--- src/logic/thsv_pkg.sv ---
// Package of register offsets, field positions and reset values for the thermal supervisor
//
// What this block does
// - Watch warning, critical and reset comparator thresholds
// - Warning sets live status and latches event
// - Unmasked warning event pulls interrupt low
// - Warning status follows live comparator level
// - Critical disables converters, sets status, latches event
// - Unmasked critical event pulls interrupt low
// - Converters stay disabled while critical persists
// - No automatic re-enable after critical clears
// - Reset threshold holds core in power-on reset
// - Writing ones clears exactly those event bits
// - Event arriving during clear is never lost
`default_nettype none
package thsv_pkg;

    // ****************************************
    // Nominal thresholds, degrees Celsius
    // ****************************************
    localparam int WARN_TEMP_C = 125;
    localparam int CRIT_TEMP_C = 140;
    localparam int POR_TEMP_C  = 150;

    // ****************************************
    // Register offsets
    // ****************************************
    localparam logic [7:0] LIVE_FLAGS_ADDR  = 8'h51;
    localparam logic [7:0] EVENTS_ADDR      = 8'h53;
    localparam logic [7:0] MASKS_ADDR       = 8'h55;
    localparam logic [7:0] CONV_FIRST_ADDR  = 8'h5D;
    localparam logic [7:0] CONV_SECOND_ADDR = 8'h5E;

    // ****************************************
    // Field positions
    // ****************************************
    localparam int WARN_BIT    = 2;    // Warning in flags, events and masks
    localparam int CRIT_BIT    = 3;    // Critical in flags, events and masks
    localparam int EN_BIT      = 0;    // Converter enable
    localparam int PIN_SEL_BIT = 1;    // Converter follows its control pin

    // ****************************************
    // Reset values and write masks
    // ****************************************
    localparam logic [7:0] MASKS_RST  = 8'h00;
    localparam logic [7:0] CONV_RST   = 8'h00;
    localparam logic [7:0] MASKS_WMSK = 8'h0C;
    localparam logic [7:0] CONV_WMSK  = 8'h03;
    localparam logic [7:0] ZERO_BYTE  = 8'h00;

    // ****************************************
    // Synchroniser depth
    // ****************************************
    localparam int SYNC_STAGES = 2;

endpackage
`default_nettype wire

--- src/logic/thsv_supervisor.sv ---
// Thermal supervisor: status, events, masks, interrupt, converter shutdown and core reset
`timescale 1ns/10ps
`default_nettype none
module thsv_supervisor
    import thsv_pkg::*;
#(
    parameter int NUM_CONV = 2     // Converters under control
) (
    // Clock and reset
    input  wire logic       clk,
    input  wire logic       rstn,
    // Comparator indications from the sensor, asynchronous
    input  wire logic       temp_warn_cmp,
    input  wire logic       thermal_critical_status_cmp,
    input  wire logic       temp_por_cmp,
    // Converter control pins, asynchronous
    input  wire logic [1:0] control_input_pin,
    // Register access port from the interface block
    input  wire logic [7:0] reg_addr,
    input  wire logic [7:0] reg_wdata,
    input  wire logic       reg_wr,
    input  wire logic       reg_rd,
    output logic      [7:0] reg_rdata,
    // Device outputs
    output logic            interrupt_out_low,
    output logic            first_converter_on,
    output logic            second_converter_on,
    output logic            core_por
);

    // ****************************************
    // Elaboration checks
    // ****************************************
    if (NUM_CONV != 2) begin : g_bad_conv
        $error("thsv_supervisor supports exactly two converters");
    end

    // ****************************************
    // Address decode
    // ****************************************
    // Shared by the write and read paths
    function automatic logic addr_hit(input logic [7:0] a, input logic [7:0] target);
        addr_hit = (a == target);
    endfunction

    // ****************************************
    // Input synchronisers
    // ****************************************
    localparam int NSYNC = 3 + NUM_CONV;
    logic [NSYNC-1:0] sync1_ff;    // First stage, read only by the second
    logic [NSYNC-1:0] sync2_ff;    // Second stage, safe to use
    logic [NSYNC-1:0] nxt_sync1;
    logic [NSYNC-1:0] nxt_sync2;

    // Gather asynchronous inputs into the chain
    always_comb begin
        nxt_sync1 = {control_input_pin, temp_por_cmp, thermal_critical_status_cmp, temp_warn_cmp};
        nxt_sync2 = sync1_ff;
    end

    // Two flops per input before any logic looks at it
    always_ff @(posedge clk or negedge rstn) begin
        if (!rstn) begin
            sync1_ff <= '0;
            sync2_ff <= '0;
        end else begin
            sync1_ff <= nxt_sync1;
            sync2_ff <= nxt_sync2;
        end
    end

    logic                warn_live;    // Warning level, synchronised
    logic                crit_live;    // Critical level, synchronised
    logic                por_live;     // Reset level, synchronised
    logic [NUM_CONV-1:0] pin_live;     // Control pins, synchronised
    assign warn_live = sync2_ff[0];
    assign crit_live = sync2_ff[1];
    assign por_live  = sync2_ff[2];
    assign pin_live  = sync2_ff[3 +: NUM_CONV];

    // ****************************************
    // Register writes
    // ****************************************
    logic       wr_events;             // Write to event register
    logic       wr_masks;              // Write to mask register
    logic [1:0] wr_conv;               // Write to each converter register
    assign wr_events  = reg_wr & addr_hit(reg_addr, EVENTS_ADDR);
    assign wr_masks   = reg_wr & addr_hit(reg_addr, MASKS_ADDR);
    assign wr_conv[0] = reg_wr & addr_hit(reg_addr, CONV_FIRST_ADDR);
    assign wr_conv[1] = reg_wr & addr_hit(reg_addr, CONV_SECOND_ADDR);

    // ****************************************
    // Latched events
    // ****************************************
    logic warn_event;                  // Latched warning event
    logic crit_event;                  // Latched critical event

    // Warning event cell
    thsv_event_cell u_warn_cell (
        .clk      (clk),
        .rstn     (rstn),
        .hold     (por_live),
        .cond     (warn_live),
        .clr      (wr_events & reg_wdata[WARN_BIT]),
        .event_ff (warn_event)
    );

    // Critical event cell
    thsv_event_cell u_crit_cell (
        .clk      (clk),
        .rstn     (rstn),
        .hold     (por_live),
        .cond     (crit_live),
        .clr      (wr_events & reg_wdata[CRIT_BIT]),
        .event_ff (crit_event)
    );

    // ****************************************
    // Masks, converter control, live flags
    // ****************************************
    logic [7:0]          masks_ff;     // Event mask register
    logic [7:0]          conv_ff [2];  // Converter control registers
    logic [7:0]          flags_ff;     // Live condition flags
    logic [NUM_CONV-1:0] pin_prev_ff;  // Pin level one cycle ago
    logic [7:0]          nxt_masks;
    logic [7:0]          nxt_conv [2];
    logic [7:0]          nxt_flags;
    logic [NUM_CONV-1:0] nxt_pin_prev;

    // Next values of the control state
    always_comb begin
        nxt_masks    = masks_ff;
        nxt_pin_prev = pin_live;
        nxt_flags    = ZERO_BYTE;
        nxt_flags[WARN_BIT] = warn_live;
        nxt_flags[CRIT_BIT] = crit_live;
        if (wr_masks) begin
            nxt_masks = reg_wdata & MASKS_WMSK;
        end
        for (int i = 0; i < NUM_CONV; i++) begin
            nxt_conv[i] = conv_ff[i];
            if (wr_conv[i]) begin
                // A direct enable write is one way back after shutdown
                nxt_conv[i] = reg_wdata & CONV_WMSK;
            end
            if (conv_ff[i][PIN_SEL_BIT] && (pin_live[i] != pin_prev_ff[i])) begin
                // Only a pin edge moves the enable; a level left high does nothing
                nxt_conv[i][EN_BIT] = pin_live[i];
            end
            if (crit_live) begin
                // Critical overrides the enable bit of every write and pin edge
                nxt_conv[i][EN_BIT] = 1'b0;
            end
        end
        if (por_live) begin
            // Core held in power-on reset while the die is that hot
            nxt_masks    = MASKS_RST;
            nxt_flags    = ZERO_BYTE;
            nxt_pin_prev = '0;
            for (int i = 0; i < NUM_CONV; i++) begin
                nxt_conv[i] = CONV_RST;
            end
        end
    end

    // Register stage of the control state
    always_ff @(posedge clk or negedge rstn) begin
        if (!rstn) begin
            masks_ff    <= MASKS_RST;
            flags_ff    <= ZERO_BYTE;
            pin_prev_ff <= '0;
            for (int i = 0; i < NUM_CONV; i++) begin
                conv_ff[i] <= CONV_RST;
            end
        end else begin
            masks_ff    <= nxt_masks;
            flags_ff    <= nxt_flags;
            pin_prev_ff <= nxt_pin_prev;
            for (int i = 0; i < NUM_CONV; i++) begin
                conv_ff[i] <= nxt_conv[i];
            end
        end
    end

    // ****************************************
    // Read data, interrupt and core reset
    // ****************************************
    logic [7:0] rdata_ff;              // Registered read data
    logic       irq_low_ff;            // Interrupt, active low
    logic       por_ff;                // Core reset output
    logic [7:0] nxt_rdata;
    logic [7:0] events_now;
    logic       nxt_irq_low;

    // Read mux, interrupt combine
    always_comb begin
        events_now           = ZERO_BYTE;
        events_now[WARN_BIT] = warn_event;
        events_now[CRIT_BIT] = crit_event;
        // Asserted low while any unmasked event is latched
        nxt_irq_low = ~|(events_now & ~masks_ff);
        nxt_rdata   = rdata_ff;
        if (reg_rd) begin
            // Unmapped addresses read as zero
            nxt_rdata = ZERO_BYTE;
            if (addr_hit(reg_addr, LIVE_FLAGS_ADDR)) begin
                nxt_rdata = flags_ff;
            end else if (addr_hit(reg_addr, EVENTS_ADDR)) begin
                nxt_rdata = events_now;
            end else if (addr_hit(reg_addr, MASKS_ADDR)) begin
                nxt_rdata = masks_ff;
            end else if (addr_hit(reg_addr, CONV_FIRST_ADDR)) begin
                nxt_rdata = conv_ff[0];
            end else if (addr_hit(reg_addr, CONV_SECOND_ADDR)) begin
                nxt_rdata = conv_ff[1];
            end
        end
    end

    // Output registers
    always_ff @(posedge clk or negedge rstn) begin
        if (!rstn) begin
            rdata_ff   <= ZERO_BYTE;
            irq_low_ff <= 1'b1;
            por_ff     <= 1'b0;
        end else begin
            rdata_ff   <= nxt_rdata;
            irq_low_ff <= nxt_irq_low;
            por_ff     <= por_live;
        end
    end

    assign reg_rdata           = rdata_ff;
    assign interrupt_out_low   = irq_low_ff;
    assign first_converter_on  = conv_ff[0][EN_BIT];
    assign second_converter_on = conv_ff[1][EN_BIT];
    assign core_por            = por_ff;

endmodule // thsv_supervisor
`default_nettype wire

--- src/logic/thsv_event_cell.sv ---
// One latched event bit with rising-edge detection and write-one clear
`timescale 1ns/10ps
`default_nettype none
module thsv_event_cell (
    // Clock and reset
    input  wire logic clk,
    input  wire logic rstn,
    // Control
    input  wire logic hold,        // Core held in reset by overheating
    input  wire logic cond,        // Synchronised live condition
    input  wire logic clr,         // Write-one clear strobe for this bit
    // Result
    output var  logic event_ff     // Latched event
);
    logic cond_prev_ff;            // Condition one cycle ago
    logic nxt_event;
    logic nxt_cond_prev;

    // Next event: set on rising edge, set beats a same-cycle clear
    always_comb begin
        nxt_cond_prev = cond;
        nxt_event     = (event_ff & ~clr) | (cond & ~cond_prev_ff);
        if (hold) begin
            // Held reset also forgets the old level, so a hot die re-raises the event
            nxt_event     = 1'b0;
            nxt_cond_prev = 1'b0;
        end
    end

    // Register stage
    always_ff @(posedge clk or negedge rstn) begin
        if (!rstn) begin
            event_ff     <= 1'b0;
            cond_prev_ff <= 1'b0;
        end else begin
            event_ff     <= nxt_event;
            cond_prev_ff <= nxt_cond_prev;
        end
    end

endmodule // thsv_event_cell
`default_nettype wire

--- config.mk ---
export PLATFORM = sky130hd
export DESIGN_NAME = thsv_supervisor
export DESIGN_NICKNAME = d
export VERILOG_FILES = /design/src/logic/thsv_pkg.sv /design/src/logic/thsv_supervisor.sv /design/src/logic/thsv_event_cell.sv
export SDC_FILE = /design/constraint.sdc
export NUM_CORES = 1
export LEC_CHECK = 0
export ABC_AREA = 1
export BUFFER_PORTS_ARGS = -buffer_cell sky130_fd_sc_hd__buf_2
export CAP_MARGIN = 0
export CORE_MARGIN = 5
export CORE_UTILIZATION = 50
export CTS_CLUSTER_SIZE = 12
export DETAILED_ROUTE_END_ITERATION = 7
export PLACE_DENSITY = 0.86
export SYNTH_ARGS = -nofsm -noshare
export SYNTH_HDL_FRONTEND = slang
export SYNTH_SLANG_ARGS = --single-unit
--- constraint.sdc ---
create_clock -name clk -period 1.1 [get_ports clk]
set_input_delay 0.165 -clock clk [delete_from_list [all_inputs] [get_ports clk]]
set_output_delay 0.165 -clock clk [all_outputs]
set_load 0.005 [all_outputs]
==> impl.org <==
** Floorplan
- Standard-cell row count :: 18
- Measured along the x axis, the die boundary spans 59.7 microns.
- The region available for standard cell placement spans 0.00241 sq mm.
- Starting density of the core :: 51.2%
- Full die area :: 0.00356 sq mm
- In this run the vertical extent of the chip is 59.7 microns.
- I/O pins :: 37

** Clock tree
- The cell sitting at the root of the clock tree is a sky130_fd_sc_hd__clkbuf_4.
- CTS buffer count :: 3
- TritonCTS built the clock tree.
- The clock passes through at most 2 buffers.
- Maximum level of the CTS H-tree :: 1
- Worst-Skew Late Latency :: 310 ps
- After clock tree synthesis, the clock-pin slew on the worst setup and hold paths is 120 ps.
- CTS saw 28 sinks.

** Place
- Weighted congestion reported at the end of routability-driven placement :: 0.802
- Counting tap cells, the placed design contains a total of 199 instances.
- Dpl cell area :: 0.00141 sq mm
- OpenSTA, run right after detailed placement, puts the worst setup slack at -1.67 ps.
- Port-buffer cells :: 28
- Once detailed placement completed, the half-perimeter wirelength came to 1.91 mm.

** Routing
- Remaining routing DRC violations :: 0
- Once detail routing completed, the nets flagged for antenna violations numbered 0.
- Average routed wire per standard cell :: 11.7 microns
- In this run, the number of DRC markers left after iteration 0 of detailed routing was 50.
- After detailed routing, the number of vias per cell comes to 4.97.
- DR vias :: 1,039
- DR pass1 iterations :: 4
- Total length of routed wires :: 2.44 mm

** STA
- Of the available clock period, the critical path in the final layout requires 101%.
- Total count of hold-check failures in the final report :: 0
- Derived from the worst setup path, the maximum achievable clock frequency is 901 MHz.
- Max Clock Skew :: 4.35 ps
- The worst path in the final design needs a cycle of 1110 ps, including I/O delays and setup.
- Setup violations remaining at the end of the flow were counted as 1.
- Across all setup checks in the final design, the least slack found is -9.71 ps.
- Adding up every negative setup slack in the final design gives -9.71 ps.
- Setup repair after global routing could not meet its margin everywhere.
- The max-slew violation total from the final report is 0.
- Tightest hold margin :: 66.5 ps

** Cells and area
- Most used cells in the layout excluding fill and tap cells :: sky130_fd_sc_hd__nand2_1 (35), sky130_fd_sc_hd__buf_2 (28), sky130_fd_sc_hd__dfrtp_1 (27), sky130_fd_sc_hd__nand3_1 (23), sky130_fd_sc_hd__inv_1 (17)
- At the end of the flow, the number of nets in the layout was 205.
- The finished cells cover 0.00151 sq mm.
- # diodes :: 0
- Leaving out fill and tap cells, the most frequent cell in the layout is sky130_fd_sc_hd__nand2_1.
- From synthesis to final layout, the design area changed by 22.0%.
- Final instance count without filler cells :: 209
- Cells with a size suffix above 1 make up 27.4% of the layout.

** Critical path
- Worst setup path category :: reg2out
- Kind of launch point of the worst setup path :: register
- Startpoint of the most critical register-to-register path :: sync2_ff[4]$_DFF_PN0_
- Critical path origin :: interrupt_out_low$_DFF_PN1_
- Worst-path maximum fanout :: 1
- Top cell family by delay on the critical path :: flip-flops
- Worst Path Buf+Inv :: 1
- At the worst endpoint, the required time is 940 ps.
- Data arrives at the worst endpoint at 940 ps.
- The signal on the critical path passes through buf_2.
- In this design, the stage delay of the slowest critical-path cell is 530 ps.
- Cell type of the slowest stage on the worst timing path :: sky130_fd_sc_hd__dfstp_2
- Nature of the critical path endpoint :: output pin

** GRT
- Global routing consumed, over all layers together, 15.4% of the routing resources.
- Largest net degree at the start of global routing :: 29
- The number of global-route vias before repair was 1,044.
- Total gr overflow :: 0
- Wire length of the first global-routing pass :: 4.13 mm
- Initial antenna violation count :: 0

** Logic synthesis
- Flip-flop and latch count after synthesis :: 28
- The synthesized netlist occupies a cell area of 0.00123 sq mm.
- After synthesis, the mean cell area works out to 8.88 sq um.
- In this run, distinct cell masters in the synthesized netlist total 17.
- Sequential cells were found to cover 56.8% of the synthesized design area.
- Number of warnings reported in the yosys synthesis log :: 0
- Instance count of the mapped netlist :: 139

** Pwr
- Dividing total power by cell area gives a power density of 1120 mW/mm^2.
- VDD sags by at most 996 uV.
- Leakage power total :: 0.823 nW

** Min path
- Hold Crit Start :: reg_wdata[2]
- The min-delay analysis places its worst path in the category in2reg.

** Run status
- Outcome :: finished with violations
- Failing checks :: negative setup slack

** Run
- The tool flagged a number of max-cap violations equal to 0.
worst paths after layout:
kind	endpoint	cells past startpoint	slack, ps
worst max-delay path	interrupt_out_low	1	-10
worst min-delay path	masks_ff[2]$_DFFE_PN0P_	3	70
worst max register to register	second_converter_on$_DFFE_PN0P_	7	110
worst min register to register	sync2_ff[2]$_DFF_PN0_	0	360
max in group asynchronous	interrupt_out_low$_DFF_PN1_	3	460
min in group asynchronous	masks_ff[2]$_DFFE_PN0P_	3	350
final cells by class:
cell class / count / area (sq um)
Fill cell: 215 / 903
Sequential cell: 28 / 702
Multi-Input combinational cell: 91 / 443
Timing Repair Buffer: 38 / 230
Inverter: 18 / 67.6
Tap cell: 30 / 37.5
Clock buffer: 4 / 26.3
kinds of logic after synthesis:
kind of cell,share of synthesized area (%)
AO/OA/AOI/OAI,2.13
AND/OR/NAND/NOR,31.9
flip-flops,56.8
buffers and inverters,8.81
other,0.304
cell usage after synthesis (all sizes together):
| library cell | count | share of area, % |
|---|---|---|
| buf | 5 | 3.3 |
| nand2 | 40 | 13 |
| clkinv | 1 | 0.30 |
| o22ai | 1 | 0.51 |
| dfstp | 1 | 2.1 |
| nand3 | 25 | 11 |
| nand4 | 6 | 3.0 |
| inv | 17 | 5.2 |
| nor2 | 11 | 5.4 |
| conb | 1 | 0.30 |
| o21ai | 4 | 1.6 |
| dfrtp | 27 | 55 |
registers in the layout, summed over array words and instances (netlist names):
signal	count
second_converter_on	1
conv_ff	2
nxt_sync2	5
sync2_ff	5
core_por	1
first_converter_on	1
u_crit_cell.event_ff	1
masks_ff	2
reg_rdata	4
u_warn_cell.event_ff	1
pin_prev_ff	2
flags_ff	2
interrupt_out_low	1
repair_timing:
item | CTS | global route
endpoints found under the setup margin | 1 | 3
pin swaps | 0 | 1
resized for setup | 0 | 2
buffers inserted | 0 | 0
gates cloned | 0 | 0
hold endpoints to repair | 32 | 0
hold buffers | 6 | 0
through the flow:
stage,utilization [%],power (mW)
2_1_floorplan,-,1.19
3_3_place_gp,58.6,1.27
3_5_place_dp,58.6,1.28
4_1_cts,62.2,1.71
5_1_grt,62.5,1.77
6_report,62.5,1.68
metal layers:
metal  routed length (microns)  part of all wire, %  global-route usage (%)  vias to the layer above
li1                          -                    -                       -                      515
met4                        61                  2.5                    7.91                        0
met1                       962                   39                    17.0                      479
met3                       195                  8.0                    2.81                        6
met2                      1220                   50                    27.9                       39
met5                         0                    0                       0                        -
worst min-delay path, stage by stage:
cell and delay, ps:
sky130_fd_sc_hd__buf_2 90, sky130_fd_sc_hd__nand2_1 50, sky130_fd_sc_hd__nand2_1 50
power by group:
group	leakage, nW	total [mW]	switching, mW	internal, mW
Combinational	0.453	0.184	0.108	0.0759
Clock	0.0150	0.405	0.263	0.142
Sequential	0.355	1.09	0.0189	1.07
No activity file was read; power rests on OpenSTA's default activity.
